--- src/include/csif_pkg.sv ---
// constants and types shared by the codec status and interrupt flag block
package csif_pkg;

  // register addresses on the control port (byte address space)
  localparam logic [7:0] MASK1_ADDR        = 8'h5e;
  localparam logic [7:0] MASK2_ADDR        = 8'h5f;
  localparam logic [7:0] FAULT_STATUS_ADDR = 8'h60;
  localparam logic [7:0] LOCK_STATUS_ADDR  = 8'h61;

  // fault_event_status field positions
  localparam int IP_A_CLIP_BIT  = 0;
  localparam int IP_B_CLIP_BIT  = 1;
  localparam int MIX_CLIP_BIT   = 3;
  localparam int OVERTEMP_BIT   = 4;
  localparam int MIC_SHORT_BIT  = 6;
  localparam logic [7:0] FAULT_USED_BITS = 8'h5b;

  // converter_lock_status field positions
  localparam int AUX_IN_LOCK_BIT    = 0;
  localparam int AUX_OUT_LOCK_BIT   = 1;
  localparam int MUSIC_IN_LOCK_BIT  = 2;
  localparam int MUSIC_OUT_LOCK_BIT = 3;
  localparam int VOICE_IN_LOCK_BIT  = 4;
  localparam int VOICE_OUT_LOCK_BIT = 5;
  localparam int NUM_LOCKS          = 6;
  localparam logic [7:0] LOCK_USED_BITS = 8'h3f;

  // reset values
  localparam logic [7:0] MASK_RESET   = 8'h00;
  localparam logic [7:0] STATUS_RESET = 8'h00;

  // timing
  localparam int REF_CLK_HZ         = 200_000_000;
  localparam int MIC_DEBOUNCE_MS    = 20;
  localparam int MIC_DEBOUNCE_CYCLES = REF_CLK_HZ / 1000 * MIC_DEBOUNCE_MS;
  localparam int LOCK_TIME_PROG_MS  = 19;
  localparam int LOCK_TIME_CTP_8K_MS = 93;
  localparam int LOCK_TIME_CTP_48K_MS = 11;
  localparam int LOCK_TIME_PTC_8K_MS = 63;
  localparam int LOCK_TIME_PTC_48K_MS = 43;
  localparam int LOCK_TIMER_W       = 32;

  // control port access
  typedef struct packed {
    logic       rd;
    logic       wr;
    logic [7:0] addr;
    logic [7:0] wdata;
  } csif_req_t;

  // condition inputs from the codec core
  typedef struct packed {
    logic [1:0] input_path_clip;
    logic       mixer_clip;
    logic       overtemp;
    logic       thermal_sense_en;
    logic       mic_short_raw;
    logic       mic_bias_powerdown;
    logic       global_powerdown;
  } csif_cond_t;

  typedef enum logic [1:0] {
    CSIF_DB_IDLE,
    CSIF_DB_COUNT
  } csif_db_state_t;

endpackage

--- src/rtl/csif_status_irq.sv ---
// status flags, masks and interrupt output of the codec core
//
// Function
// - mic short flag is live: reads 1 while short present, 0 otherwise
// - mic short events posted only with mic bias and global power up
// - overtemp flag latches high when sensing enabled and threshold exceeded
// - latched flag rising edge requests interrupt only when its mask unmasks
// - mixer clip flag latches 1 on any digital mixer clipping
// - one latching clip flag per input path channel
// - lock status: voice out 5, voice in 4, music 3/2, aux 1/0
// - six converter lock flags latch high, rising edge is interrupt source
// - lock time measured; expected within 19 ms when rate programmed
// - mask bit 1 unmasks, 0 masks; masks reset to zero
// - mic short debounced 20 ms both edges; either edge can interrupt
`timescale 1ns/1ps
`default_nettype none
module csif_status_irq (
  input  wire logic                   ref_clk,
  input  wire logic                   reset,
  input  wire csif_pkg::csif_req_t    host_req,
  input  wire csif_pkg::csif_cond_t   cond,
  input  wire logic [5:0]             lock_raw,
  input  wire logic [5:0]             rate_programmed,
  output logic [7:0]                  rdata,
  output logic                        rdata_valid,
  output logic                        irq,
  output logic [31:0]                 last_lock_cycles
);

  // two-flop synchronisers for condition levels from other domains
  logic [11:0] sync1_q;
  logic [11:0] sync2_q;
  logic [11:0] async_in;

  assign async_in = {lock_raw, cond.input_path_clip, cond.mixer_clip, cond.overtemp,
                     cond.mic_short_raw, cond.thermal_sense_en};

  always_ff @(posedge ref_clk or posedge reset)
  begin
    if (reset)
    begin
      sync1_q <= 12'h000;
      sync2_q <= 12'h000;
    end
    else
    begin
      sync1_q <= async_in;
      sync2_q <= sync1_q;
    end
  end

  logic [5:0] lock_s;
  logic [1:0] ip_clip_s;
  logic       mix_clip_s;
  logic       overtemp_s;
  logic       mic_raw_s;
  logic       therm_en_s;

  assign lock_s     = sync2_q[11:6];
  assign ip_clip_s  = sync2_q[5:4];
  assign mix_clip_s = sync2_q[3];
  assign overtemp_s = sync2_q[2];
  assign mic_raw_s  = sync2_q[1];
  assign therm_en_s = sync2_q[0];

  // power-down bits are register outputs on the same clock, no sync needed
  logic mic_bias_up;
  assign mic_bias_up = !cond.mic_bias_powerdown && !cond.global_powerdown;

  // mic short debounce: new level must hold for the full interval
  logic [31:0]                  db_cnt_q;
  logic                         mic_short_flag_q;
  csif_pkg::csif_db_state_t     db_state_q;

  always_ff @(posedge ref_clk or posedge reset)
  begin
    if (reset)
    begin
      db_state_q       <= csif_pkg::CSIF_DB_IDLE;
      db_cnt_q         <= 32'h0000_0000;
      mic_short_flag_q <= 1'b0;
    end
    else if (!mic_bias_up)
    begin
      // bias off: short sensing is meaningless, flag forced low
      db_state_q       <= csif_pkg::CSIF_DB_IDLE;
      db_cnt_q         <= 32'h0000_0000;
      mic_short_flag_q <= 1'b0;
    end
    else
    begin
      case (db_state_q)
        csif_pkg::CSIF_DB_IDLE:
        begin
          db_cnt_q <= 32'h0000_0000;
          if (mic_raw_s != mic_short_flag_q)
          begin
            db_state_q <= csif_pkg::CSIF_DB_COUNT;
          end
        end
        csif_pkg::CSIF_DB_COUNT:
        begin
          if (mic_raw_s == mic_short_flag_q)
          begin
            db_state_q <= csif_pkg::CSIF_DB_IDLE;
          end
          else if (db_cnt_q == 32'(csif_pkg::MIC_DEBOUNCE_CYCLES - 2))
          begin
            mic_short_flag_q <= mic_raw_s;
            db_state_q       <= csif_pkg::CSIF_DB_IDLE;
          end
          else
          begin
            db_cnt_q <= db_cnt_q + 32'h0000_0001;
          end
        end
        default:
        begin
          db_state_q <= csif_pkg::CSIF_DB_IDLE;
        end
      endcase
    end
  end

  // masks
  logic [7:0] mask1_q;
  logic [7:0] mask2_q;

  always_ff @(posedge ref_clk or posedge reset)
  begin
    if (reset)
    begin
      mask1_q <= csif_pkg::MASK_RESET;
      mask2_q <= csif_pkg::MASK_RESET;
    end
    else if (host_req.wr)
    begin
      // reserved mask bits stay zero so they can never unmask a dead source
      if (host_req.addr == csif_pkg::MASK1_ADDR)
      begin
        mask1_q <= host_req.wdata & csif_pkg::FAULT_USED_BITS;
      end
      if (host_req.addr == csif_pkg::MASK2_ADDR)
      begin
        mask2_q <= host_req.wdata & csif_pkg::LOCK_USED_BITS;
      end
    end
  end

  // current condition vectors in register layout
  logic [7:0] fault_now;
  logic [7:0] lock_now;

  always_comb
  begin
    fault_now = 8'h00;
    fault_now[csif_pkg::IP_A_CLIP_BIT] = ip_clip_s[0];
    fault_now[csif_pkg::IP_B_CLIP_BIT] = ip_clip_s[1];
    fault_now[csif_pkg::MIX_CLIP_BIT]  = mix_clip_s;
    fault_now[csif_pkg::OVERTEMP_BIT]  = overtemp_s && therm_en_s;
    fault_now[csif_pkg::MIC_SHORT_BIT] = mic_short_flag_q;
    lock_now = {2'b00, lock_s};
  end

  // sticky latches; a read clears, but a same-cycle event still sets
  logic       rd_fault;
  logic       rd_lock;
  logic [7:0] fault_sticky_q;
  logic [7:0] lock_sticky_q;
  logic [7:0] fault_prev_q;
  logic [7:0] lock_prev_q;
  logic [7:0] fault_rise;
  logic [7:0] lock_rise;
  logic [7:0] fault_evt_q;
  logic [7:0] lock_evt_q;
  logic       mic_edge;

  assign rd_fault = host_req.rd && (host_req.addr == csif_pkg::FAULT_STATUS_ADDR);
  assign rd_lock  = host_req.rd && (host_req.addr == csif_pkg::LOCK_STATUS_ADDR);
  assign fault_rise = fault_now & ~fault_prev_q;
  assign lock_rise  = lock_now & ~lock_prev_q;
  assign mic_edge = fault_now[csif_pkg::MIC_SHORT_BIT] != fault_prev_q[csif_pkg::MIC_SHORT_BIT];

  always_ff @(posedge ref_clk or posedge reset)
  begin
    if (reset)
    begin
      fault_prev_q   <= csif_pkg::STATUS_RESET;
      lock_prev_q    <= csif_pkg::STATUS_RESET;
      fault_sticky_q <= csif_pkg::STATUS_RESET;
      lock_sticky_q  <= csif_pkg::STATUS_RESET;
    end
    else
    begin
      fault_prev_q <= fault_now;
      lock_prev_q  <= lock_now;
      // after a read the flag re-evaluates to the live condition
      fault_sticky_q <= (rd_fault ? 8'h00 : fault_sticky_q) | fault_now;
      lock_sticky_q  <= (rd_lock ? 8'h00 : lock_sticky_q) | lock_now;
    end
  end

  // pending interrupt events, one per status bit
  logic [7:0] fault_edges;
  always_comb
  begin
    fault_edges = fault_rise;
    // the drop forced by bias power-down is not a short event
    fault_edges[csif_pkg::MIC_SHORT_BIT] = mic_edge && mic_bias_up;
  end

  always_ff @(posedge ref_clk or posedge reset)
  begin
    if (reset)
    begin
      fault_evt_q <= 8'h00;
      lock_evt_q  <= 8'h00;
    end
    else
    begin
      fault_evt_q <= (rd_fault ? 8'h00 : fault_evt_q) | (fault_edges & mask1_q);
      lock_evt_q  <= (rd_lock ? 8'h00 : lock_evt_q) | (lock_rise & mask2_q);
    end
  end

  always_ff @(posedge ref_clk or posedge reset)
  begin
    if (reset)
    begin
      irq <= 1'b0;
    end
    else
    begin
      irq <= |(fault_evt_q & mask1_q) || |(lock_evt_q & mask2_q);
    end
  end

  // read data: mic short bit is live, others sticky; reserved read zero
  logic [7:0] fault_view;
  always_comb
  begin
    fault_view = fault_sticky_q & csif_pkg::FAULT_USED_BITS;
    fault_view[csif_pkg::MIC_SHORT_BIT] = mic_short_flag_q;
  end

  always_ff @(posedge ref_clk or posedge reset)
  begin
    if (reset)
    begin
      rdata       <= 8'h00;
      rdata_valid <= 1'b0;
    end
    else
    begin
      rdata_valid <= host_req.rd;
      if (host_req.rd)
      begin
        case (host_req.addr)
          csif_pkg::MASK1_ADDR:        rdata <= mask1_q;
          csif_pkg::MASK2_ADDR:        rdata <= mask2_q;
          csif_pkg::FAULT_STATUS_ADDR: rdata <= fault_view;
          csif_pkg::LOCK_STATUS_ADDR:  rdata <= lock_sticky_q & csif_pkg::LOCK_USED_BITS;
          default:                     rdata <= 8'h00;
        endcase
      end
    end
  end

  // lock timing: cycles from any converter leaving lock until all six are locked again
  // rate_programmed is not used anywhere; lock time is measured, not enforced
  logic [31:0] lock_timer_q;
  logic        timing_q;

  always_ff @(posedge ref_clk or posedge reset)
  begin
    if (reset)
    begin
      lock_timer_q     <= 32'h0000_0000;
      timing_q         <= 1'b0;
      last_lock_cycles <= 32'h0000_0000;
    end
    else if (!timing_q && (lock_now[5:0] != 6'h3f))
    begin
      // the first cycle without lock already counts
      timing_q     <= 1'b1;
      lock_timer_q <= 32'h0000_0001;
    end
    else if (timing_q && (lock_now[5:0] == 6'h3f))
    begin
      timing_q         <= 1'b0;
      last_lock_cycles <= lock_timer_q;
    end
    else if (timing_q && (lock_timer_q != 32'hffff_ffff))
    begin
      lock_timer_q <= lock_timer_q + 32'h0000_0001;
    end
  end

endmodule
`default_nettype wire

--- config.mk ---
export PLATFORM = sky130hd
export DESIGN_NAME = csif_status_irq
export DESIGN_NICKNAME = d
export VERILOG_FILES = /design/src/include/csif_pkg.sv /design/src/rtl/csif_status_irq.sv
export SDC_FILE = /design/constraint.sdc
export NUM_CORES = 1
export LEC_CHECK = 0
export BUFFER_PORTS_ARGS = -buffer_cell sky130_fd_sc_hd__buf_2
export CAP_MARGIN = 20
export CORE_ASPECT_RATIO = 1.2
export CORE_MARGIN = 2
export CORE_UTILIZATION = 59
export DETAILED_ROUTE_END_ITERATION = 12
export MAX_ROUTING_LAYER = met4
export PLACE_DENSITY_LB_ADDON = 0.3
export SETUP_SLACK_MARGIN = 0.05
export SKIP_LAST_GASP = 1
export SLEW_MARGIN = 5
export SYNTH_ARGS = -nofsm -noshare
export SYNTH_HDL_FRONTEND = slang
export SYNTH_SLANG_ARGS = --single-unit
--- constraint.sdc ---
create_clock -name ref_clk -period 5.99 [get_ports ref_clk]
set_clock_uncertainty 0.2 [all_clocks]
set_input_delay 0.599 -clock ref_clk [delete_from_list [all_inputs] [get_ports ref_clk]]
set_output_delay 0.599 -clock ref_clk [all_outputs]
set_load 0.02 [all_outputs]
==> impl_results.md, run 1 <==
* Inserted Clock Buffers at 17
* Post-synth EDFFs at 0
* Post-Synth Simple-Gate Area at 0.187
* FF+latch count, synth at 175
* CP required at 6070 ps
* Setup Buffers After CTS at 0
* Crit path cell chain: nand4_1 > or2_2 > inv_1 > ha_1 > buf_4 > inv_1 > o31ai_2 > buf_4 > nor2_1 > a41oi_1 > a31oi_1
* CP max FO at 33
* MaxCap Viol Count at 0
* Compound-Gate Fraction of Synth Area at 0.133
* Final Setup Violations at 0
* Setup CP Type: flip-flop to flip-flop
* # diodes at 0
* Crit end category: flip-flop
* Post-synthesis adder-cell area fraction at 0.00804
* WL/cell at 19.0 um
* Root Buffer: clkbuf_16
* Die area at 14,100 um2
* Max Fclk at roughly 330 MHz
* Post-synthesis xor/xnor area fraction at 0.0191
* Grt total ovfl at 0
* CTS tree: built
* HPWL Detailed at 11.7 mm
* Die span in y at 130 um
* Lkg Pwr at between 4 and 5 nW
* Sink Count at 175
* Worst endpoint data arrival time at 3100 ps
* Synthesized area at approximately 7800 um2
* CTS H-tree lvls at 4
* Final Core Density at 0.694
* Initial Util at 0.609
* Synth async-reset ratio at 1.00
* Yosys warns at 0
* Library cells used by synthesis at 69
* DRT Pass-1 Iters at 5
* Initial DRC count at 433
* Core area at 12,800 um2
* WL final at 17.8 mm
* Actual slew at the worst max-slew pin at 826 ps
* Peak VDD IR at around 0.18 mV
* P&R area growth vs syn at 14.1%
* Via-to-Cell Ratio at about 6.4
* Mapped Cells at slightly below 700
* Initial antenna violation count at 0
* Synth Flop Type: dfrtp_1
* Worst Path Buf+Inv at 4
* Drt drc at 0
* Worst-path clk slew at 70 ps
* Via count of the routed design at 5,982
* Multiplexer share of the synthesized area at 0.0650
* RD Place Congestion at 0.889
* Setup TNS at 0 ps
* RSZ-0062 raised after global routing: false
* Final hold vios at 0
* Register area share after synthesis at 0.563
* Hold path cells at 1
* Crit-path slowest cell: dfrtp_1
* Tcrit/Tclk final at 0.504
* Tightest Hold Check Type: primary input to flip-flop
* First-pass GRT wire length at ~30 mm
* FP Rows at 45
* IO Pins at 82
* Syn nets at between 700 and 800
* Combinational family with the most area after synthesis: simple AND/OR/NAND/NOR gates
* Nets at 805
* All-Layer GR Usage at 0.276
* Smallest hold slack at 65.5 ps
* Vias in the first global route at roughly 6k
* Slowest Stage Delay on Critical Path at 450 ps
* Outcome: finished clean
* Min Clock Period, post-route at roughly 3000 ps
* Power density of the placed cells at 292 nW/um2
* Skew-Pair Late Insertion Delay at 430 ps
* Mean Syn Cell Area at approximately 11 um2
* WP depth at 11
* Relative slew slack at 0.445
* Share of cells above drive strength 1 at 0.232
* Startpoint Class: flip-flop
* CP top delay family: buffers and inverters
* I/O Buffers at 73
* Final Max Tran Viols at 0
* CTS max path bufs at 2
* Antenna Nets Post-Route at 0
* Total power at approximately 0.0026 W
* Largest net degree at the start of global routing at about 120
* R2r worst-path depth at 11
* Die width at 109 um
layer usage:
layer  wire length [um]  GRT usage
met2               9450      0.481
met5                  0          -
met4                350      0.101
met1               7110      0.320
met3                864     0.0500
Yosys cell counts (6+ instances only):
| library cell | n | area (um2) |
|---|---|---|
| clkbuf_1 | 20 | 75.1 |
| and4_1 | 7 | 61.3 |
| and2_1 | 7 | 43.8 |
| nor2_1 | 31 | 116 |
| a21oi_1 | 35 | 175 |
| inv_1 | 11 | 41.3 |
| nor4_1 | 9 | 56.3 |
| nand2_1 | 57 | 214 |
| xor2_1 | 16 | 140 |
| nor4b_1 | 7 | 61.3 |
| dfrtp_1 | 175 | 4380 |
| and3_1 | 17 | 106 |
| o2bb2ai_1 | 11 | 96.3 |
| nand4_1 | 24 | 150 |
| a21o_1 | 15 | 113 |
| a31oi_1 | 16 | 100 |
| or2_2 | 6 | 37.5 |
| o31ai_1 | 10 | 75.1 |
| nand3_1 | 20 | 100 |
| mux2_2 | 44 | 495 |
| nor3_1 | 16 | 80.1 |
| o21ai_0 | 36 | 180 |
| or3_1 | 14 | 87.6 |
power by group:
group          internal [W]  switching, W  leakage (nW)
combinational      0.000103      0.000161          1.54
clock              0.000574      0.000481         0.275
sequential          0.00123     0.0000456          2.26
what timing repair did:
action	4_1_cts	5_1_grt
resized for setup	0	0
endpoints found under the hold margin	0	25
hold buffers	0	1
metrics by stage:
stage                     instance area, um2  setup WS (ps)  std cells
after floorplan                         7780            446        690
after global placement                  8250           3100        902
after detailed placement                8250           2990        902
after CTS                               8820           2940        934
after global routing                    8870           2770        937
final                                   8870           2970        937
worst reg2reg max path: stages (launching register included):
cell,delay [ps]
dfrtp_1,450
nand4_1,210
or2_2,360
inv_1,70
ha_1,150
buf_4,390
inv_1,130
o31ai_2,90
buf_4,330
nor2_1,180
a41oi_1,250
a31oi_1,70
worst paths after layout:
kind | startpoint | slack (ps) | to
max in group asynchronous | reset | 3680 | last_lock_cycles[26]
min in group asynchronous | reset | 460 | db_cnt_q[19]
min reg2reg | sync1_q[9] | 150 | sync2_q[9]
max reg2reg | sync2_q[6] | 2970 | lock_timer_q[19]
max | sync2_q[6] | 2970 | lock_timer_q[19]
min | cond[3] | 70 | sync1_q[0]
registers in the layout (all words and copies together), names as in the netlist, 4 cells and up:
signal,count
last_lock_cycles,32
mask2_q,6
lock_sticky_q,6
lock_timer_q,32
db_cnt_q,32
lock_prev_q,6
mask1_q,5
sync1_q,12
fault_prev_q,5
lock_evt_q,6
rdata,7
sync2_q,12
fault_sticky_q,4
fault_evt_q,5
layout make-up:
type	count	area, um2
repair buffers	81	455
inverters	11	46.3
flip-flops and latches	175	4380
well taps	164	205
multi-input cells	474	3220
fillers	913	3910
clock buffers	20	467
clock inverters	12	101
kinds of logic after synthesis:
logic type,after synthesis
XOR/XNOR,17
adder cells (fa/ha/maj),5
AND/OR/NAND/NOR,249
buffers and inverters,41
flip-flops,175
other,1
AO/OA/AOI/OAI,157
multiplexers,45
layout by cell type, fill, tap and decap left out, drive strengths merged, types with 20 or more instances in the layout:
cell type | synthesis | final
dfrtp | 175 | 175
buf | 10 | 80
nand2 | 58 | 58
mux2 | 44 | 44
o21ai | 37 | 37
a21oi | 35 | 35
nor2 | 31 | 31
nand4 | 27 | 27
nand3 | 21 | 21
clkbuf | 20 | 20
Note: power is estimated with default switching activity, not from simulation.
==> run 2, diff against run 1 <==
- CORE_UTILIZATION: 59 -> 53
- clock period: 5.99 -> 2.6 ns (I/O delays scaled with it)
==> impl_results.md, run 2 (synthesis results as in run 1) <==
* Startpoint Class: flip-flop
* Crit path cell chain: nand4_1 > nor4_1 > and4_1 > nor3_1 > a221o_1
* Commonest non-fill, non-tap cell in the layout: dfrtp_1
* Max Fclk at 421 MHz (+27%)
* HPWL Detailed at 12.1 mm (+3.4%)
* # diodes at 0 (unchanged)
* Grt total ovfl at 0 (unchanged)
* Setup CP Type: flip-flop to flip-flop
* Via count of the routed design at 6,138 (+2.6%)
* Regs by FF count: db_cnt_q x32, last_lock_cycles x32, lock_timer_q x32
* Antenna Nets Post-Route at 0 (unchanged)
* Crit end category: flip-flop
* Sequential share of power at 0.468 (-0.023)
* Relative slew slack at 0.519 (+0.0741)
* # fillers at 1,072 (+17%)
* WL final at 17.9 mm (+0.82%)
* Peak VDD IR at 0.462 mV (+150%)
* Die span in y at 137 um (+5.3%)
* Outcome: finished clean
* First-pass GRT wire length at 29.7 mm (+0.77%)
* CTS H-tree lvls at 4 (unchanged)
* Crit-path slowest cell: nor4_1
* Via-to-Cell Ratio at 6.17 (-3.4%)
* Die area at 15,700 um2 (+11%)
* Core area at 14,400 um2 (+12%)
* RSZ-0062 raised after global routing: false
* Smallest hold slack at 71.5 ps (+5.96 ps)
* Slowest Stage Delay on Critical Path at 570 ps (+120 ps)
* Min Clock Period, post-route at 2370 ps (-645 ps)
* Tcrit/Tclk final at 0.913 (+0.409)
* Actual slew at the worst max-slew pin at 719 ps (-106 ps)
* Power density of the placed cells at 665 nW/um2 (+130%)
* Clk pwr share at 0.425 (+0.018)
* Share of cells above drive strength 1 at 0.252 (+0.0209)
* CTS max path bufs at 2 (unchanged)
* FP Rows at 48 (+6.7%)
* Combinational share of power at 0.108 (+0.006)
* Die width at 115 um (+5.3%)
* IO Pins at 82 (unchanged)
* Largest net degree at the start of global routing at 43 (-65%)
* Inserted Clock Buffers at 17 (unchanged)
* MaxCap Viol Count at 0 (unchanged)
* Switch Pwr at 0.00157 W (+130%)
* Drt drc at 0 (unchanged)
* Worst endpoint data arrival time at 2490 ps (-610 ps)
* Tightest Hold Check Type: primary input to flip-flop
* I/O Buffers at 73 (unchanged)
* Final hold vios at 0 (unchanged)
* P&R area growth vs syn at 20.6%
* CP required at 2710 ps (-3360 ps)
* CTS tree: built
* Vias in the first global route at 6,129 (-0.39%)
* Nets at 852 (+5.8%)
* Sink Count at 175 (unchanged)
* All-Layer GR Usage at 0.248 (-0.0285)
* Commonest non-fill, non-tap cells in the layout: 175 x dfrtp_1, 73 x buf_2, 57 x nand2_1
* Lkg Pwr at 4.31 nW (+5.9%)
* Initial DRC count at 423 (-2.3%)
* Initial antenna violation count at 0 (unchanged)
* CP max FO at 8 (-76%)
* Root Buffer: clkbuf_16
* Final Max Tran Viols at 0 (unchanged)
* Initial Util at 0.542 (-0.0667)
* Net Sw Frac at 0.253 (-0.0128)
* Final Core Density at 0.654 (-0.0406)
* Internal power at 0.00466 W (+140%)
* Final Setup Violations at 0 (unchanged)
* RD Place Congestion at 0.877 (-1.4%)
* Skew-Pair Late Insertion Delay at 430 ps (about the same)
* WL/cell at 18.0 um (-5.1%)
* Worst-path clk slew at 60 ps (about the same)
* DRT Pass-1 Iters at 5 (unchanged)
run 2: routing by layer:
layer / GRT usage / vias up / share of wire
met3: 0.0430 / 35 / 0.045
met5: - / - / 0
met2: 0.413 / 206 / 0.52
met4: 0.104 / 0 / 0.021
li1: - / 2819 / -
met1: 0.299 / 3078 / 0.42
run 2: worst paths after layout:
path	from	to	slack, ps	cells after the start
setup / recovery	lock_timer_q[25]	lock_timer_q[30]	230	5
hold / removal	cond[1]	mic_short_flag_q	70	3
setup reg to reg	lock_timer_q[25]	lock_timer_q[30]	230	5
hold reg to reg	sync1_q[8]	sync2_q[8]	150	0
max in group asynchronous	reset	rdata[2]	1240	4
min in group asynchronous	reset	db_cnt_q[14]	300	3
run 2: cell type report:
| cell class | instances | area [um2] | area share |
|---|---|---|---|
| sequential | 175 | 4380 | 0.467 |
| multi-input combinational | 474 | 3240 | 0.345 |
| timing repair buffer | 128 | 877 | 0.0935 |
| clock buffer | 18 | 439 | 0.0468 |
| tap | 175 | 219 | 0.0233 |
| clock inverter | 14 | 183 | 0.0195 |
| inverter | 11 | 45.0 | 0.00480 |
run 2: worst max-delay path: cells and delay by family (launching register included):
kind	cells	cell delay, ps
DFF	1	500
AOI/OAI and AO/OA	1	320
and+or+nand+nor	4	1240
run 2: per-stage QoR:
step	instance area (um2)	worst slack (ps)	TNS, ps	cells	power [W]
2_1_floorplan	7780	-98.7	-17260	690	0.00337
3_3_place_gp	8480	225	0	937	0.00356
3_5_place_dp	8480	122	0	937	0.00359
4_1_cts	9340	68.9	0	992	0.00627
5_1_grt	9380	55.1	0	995	0.00646
6_report	9380	226	0	995	0.00623
run 2: what timing repair did:
| item | 4_1_cts | 5_1_grt |
|---|---|---|
| pin swaps | 0 | 2 |
| buffers inserted | 0 | 3 |
| gates resized for setup | 1 | 5 |
| hold endpoints to repair | 50 | 0 |
| endpoints found under the setup margin | 1 | 27 |
| hold buffers | 23 | 0 |
run 2: power by group through the flow:
| stage | clock (W) | combinational, W | sequential [W] |
|---|---|---|---|
| after floorplan | 0 | 0.000397 | 0.00297 |
| after global placement | 0 | 0.000601 | 0.00296 |
| after detailed placement | 0 | 0.000634 | 0.00296 |
| after CTS | 0.00269 | 0.000669 | 0.00291 |
| after global routing | 0.00279 | 0.000743 | 0.00293 |
| final | 0.00265 | 0.000671 | 0.00291 |
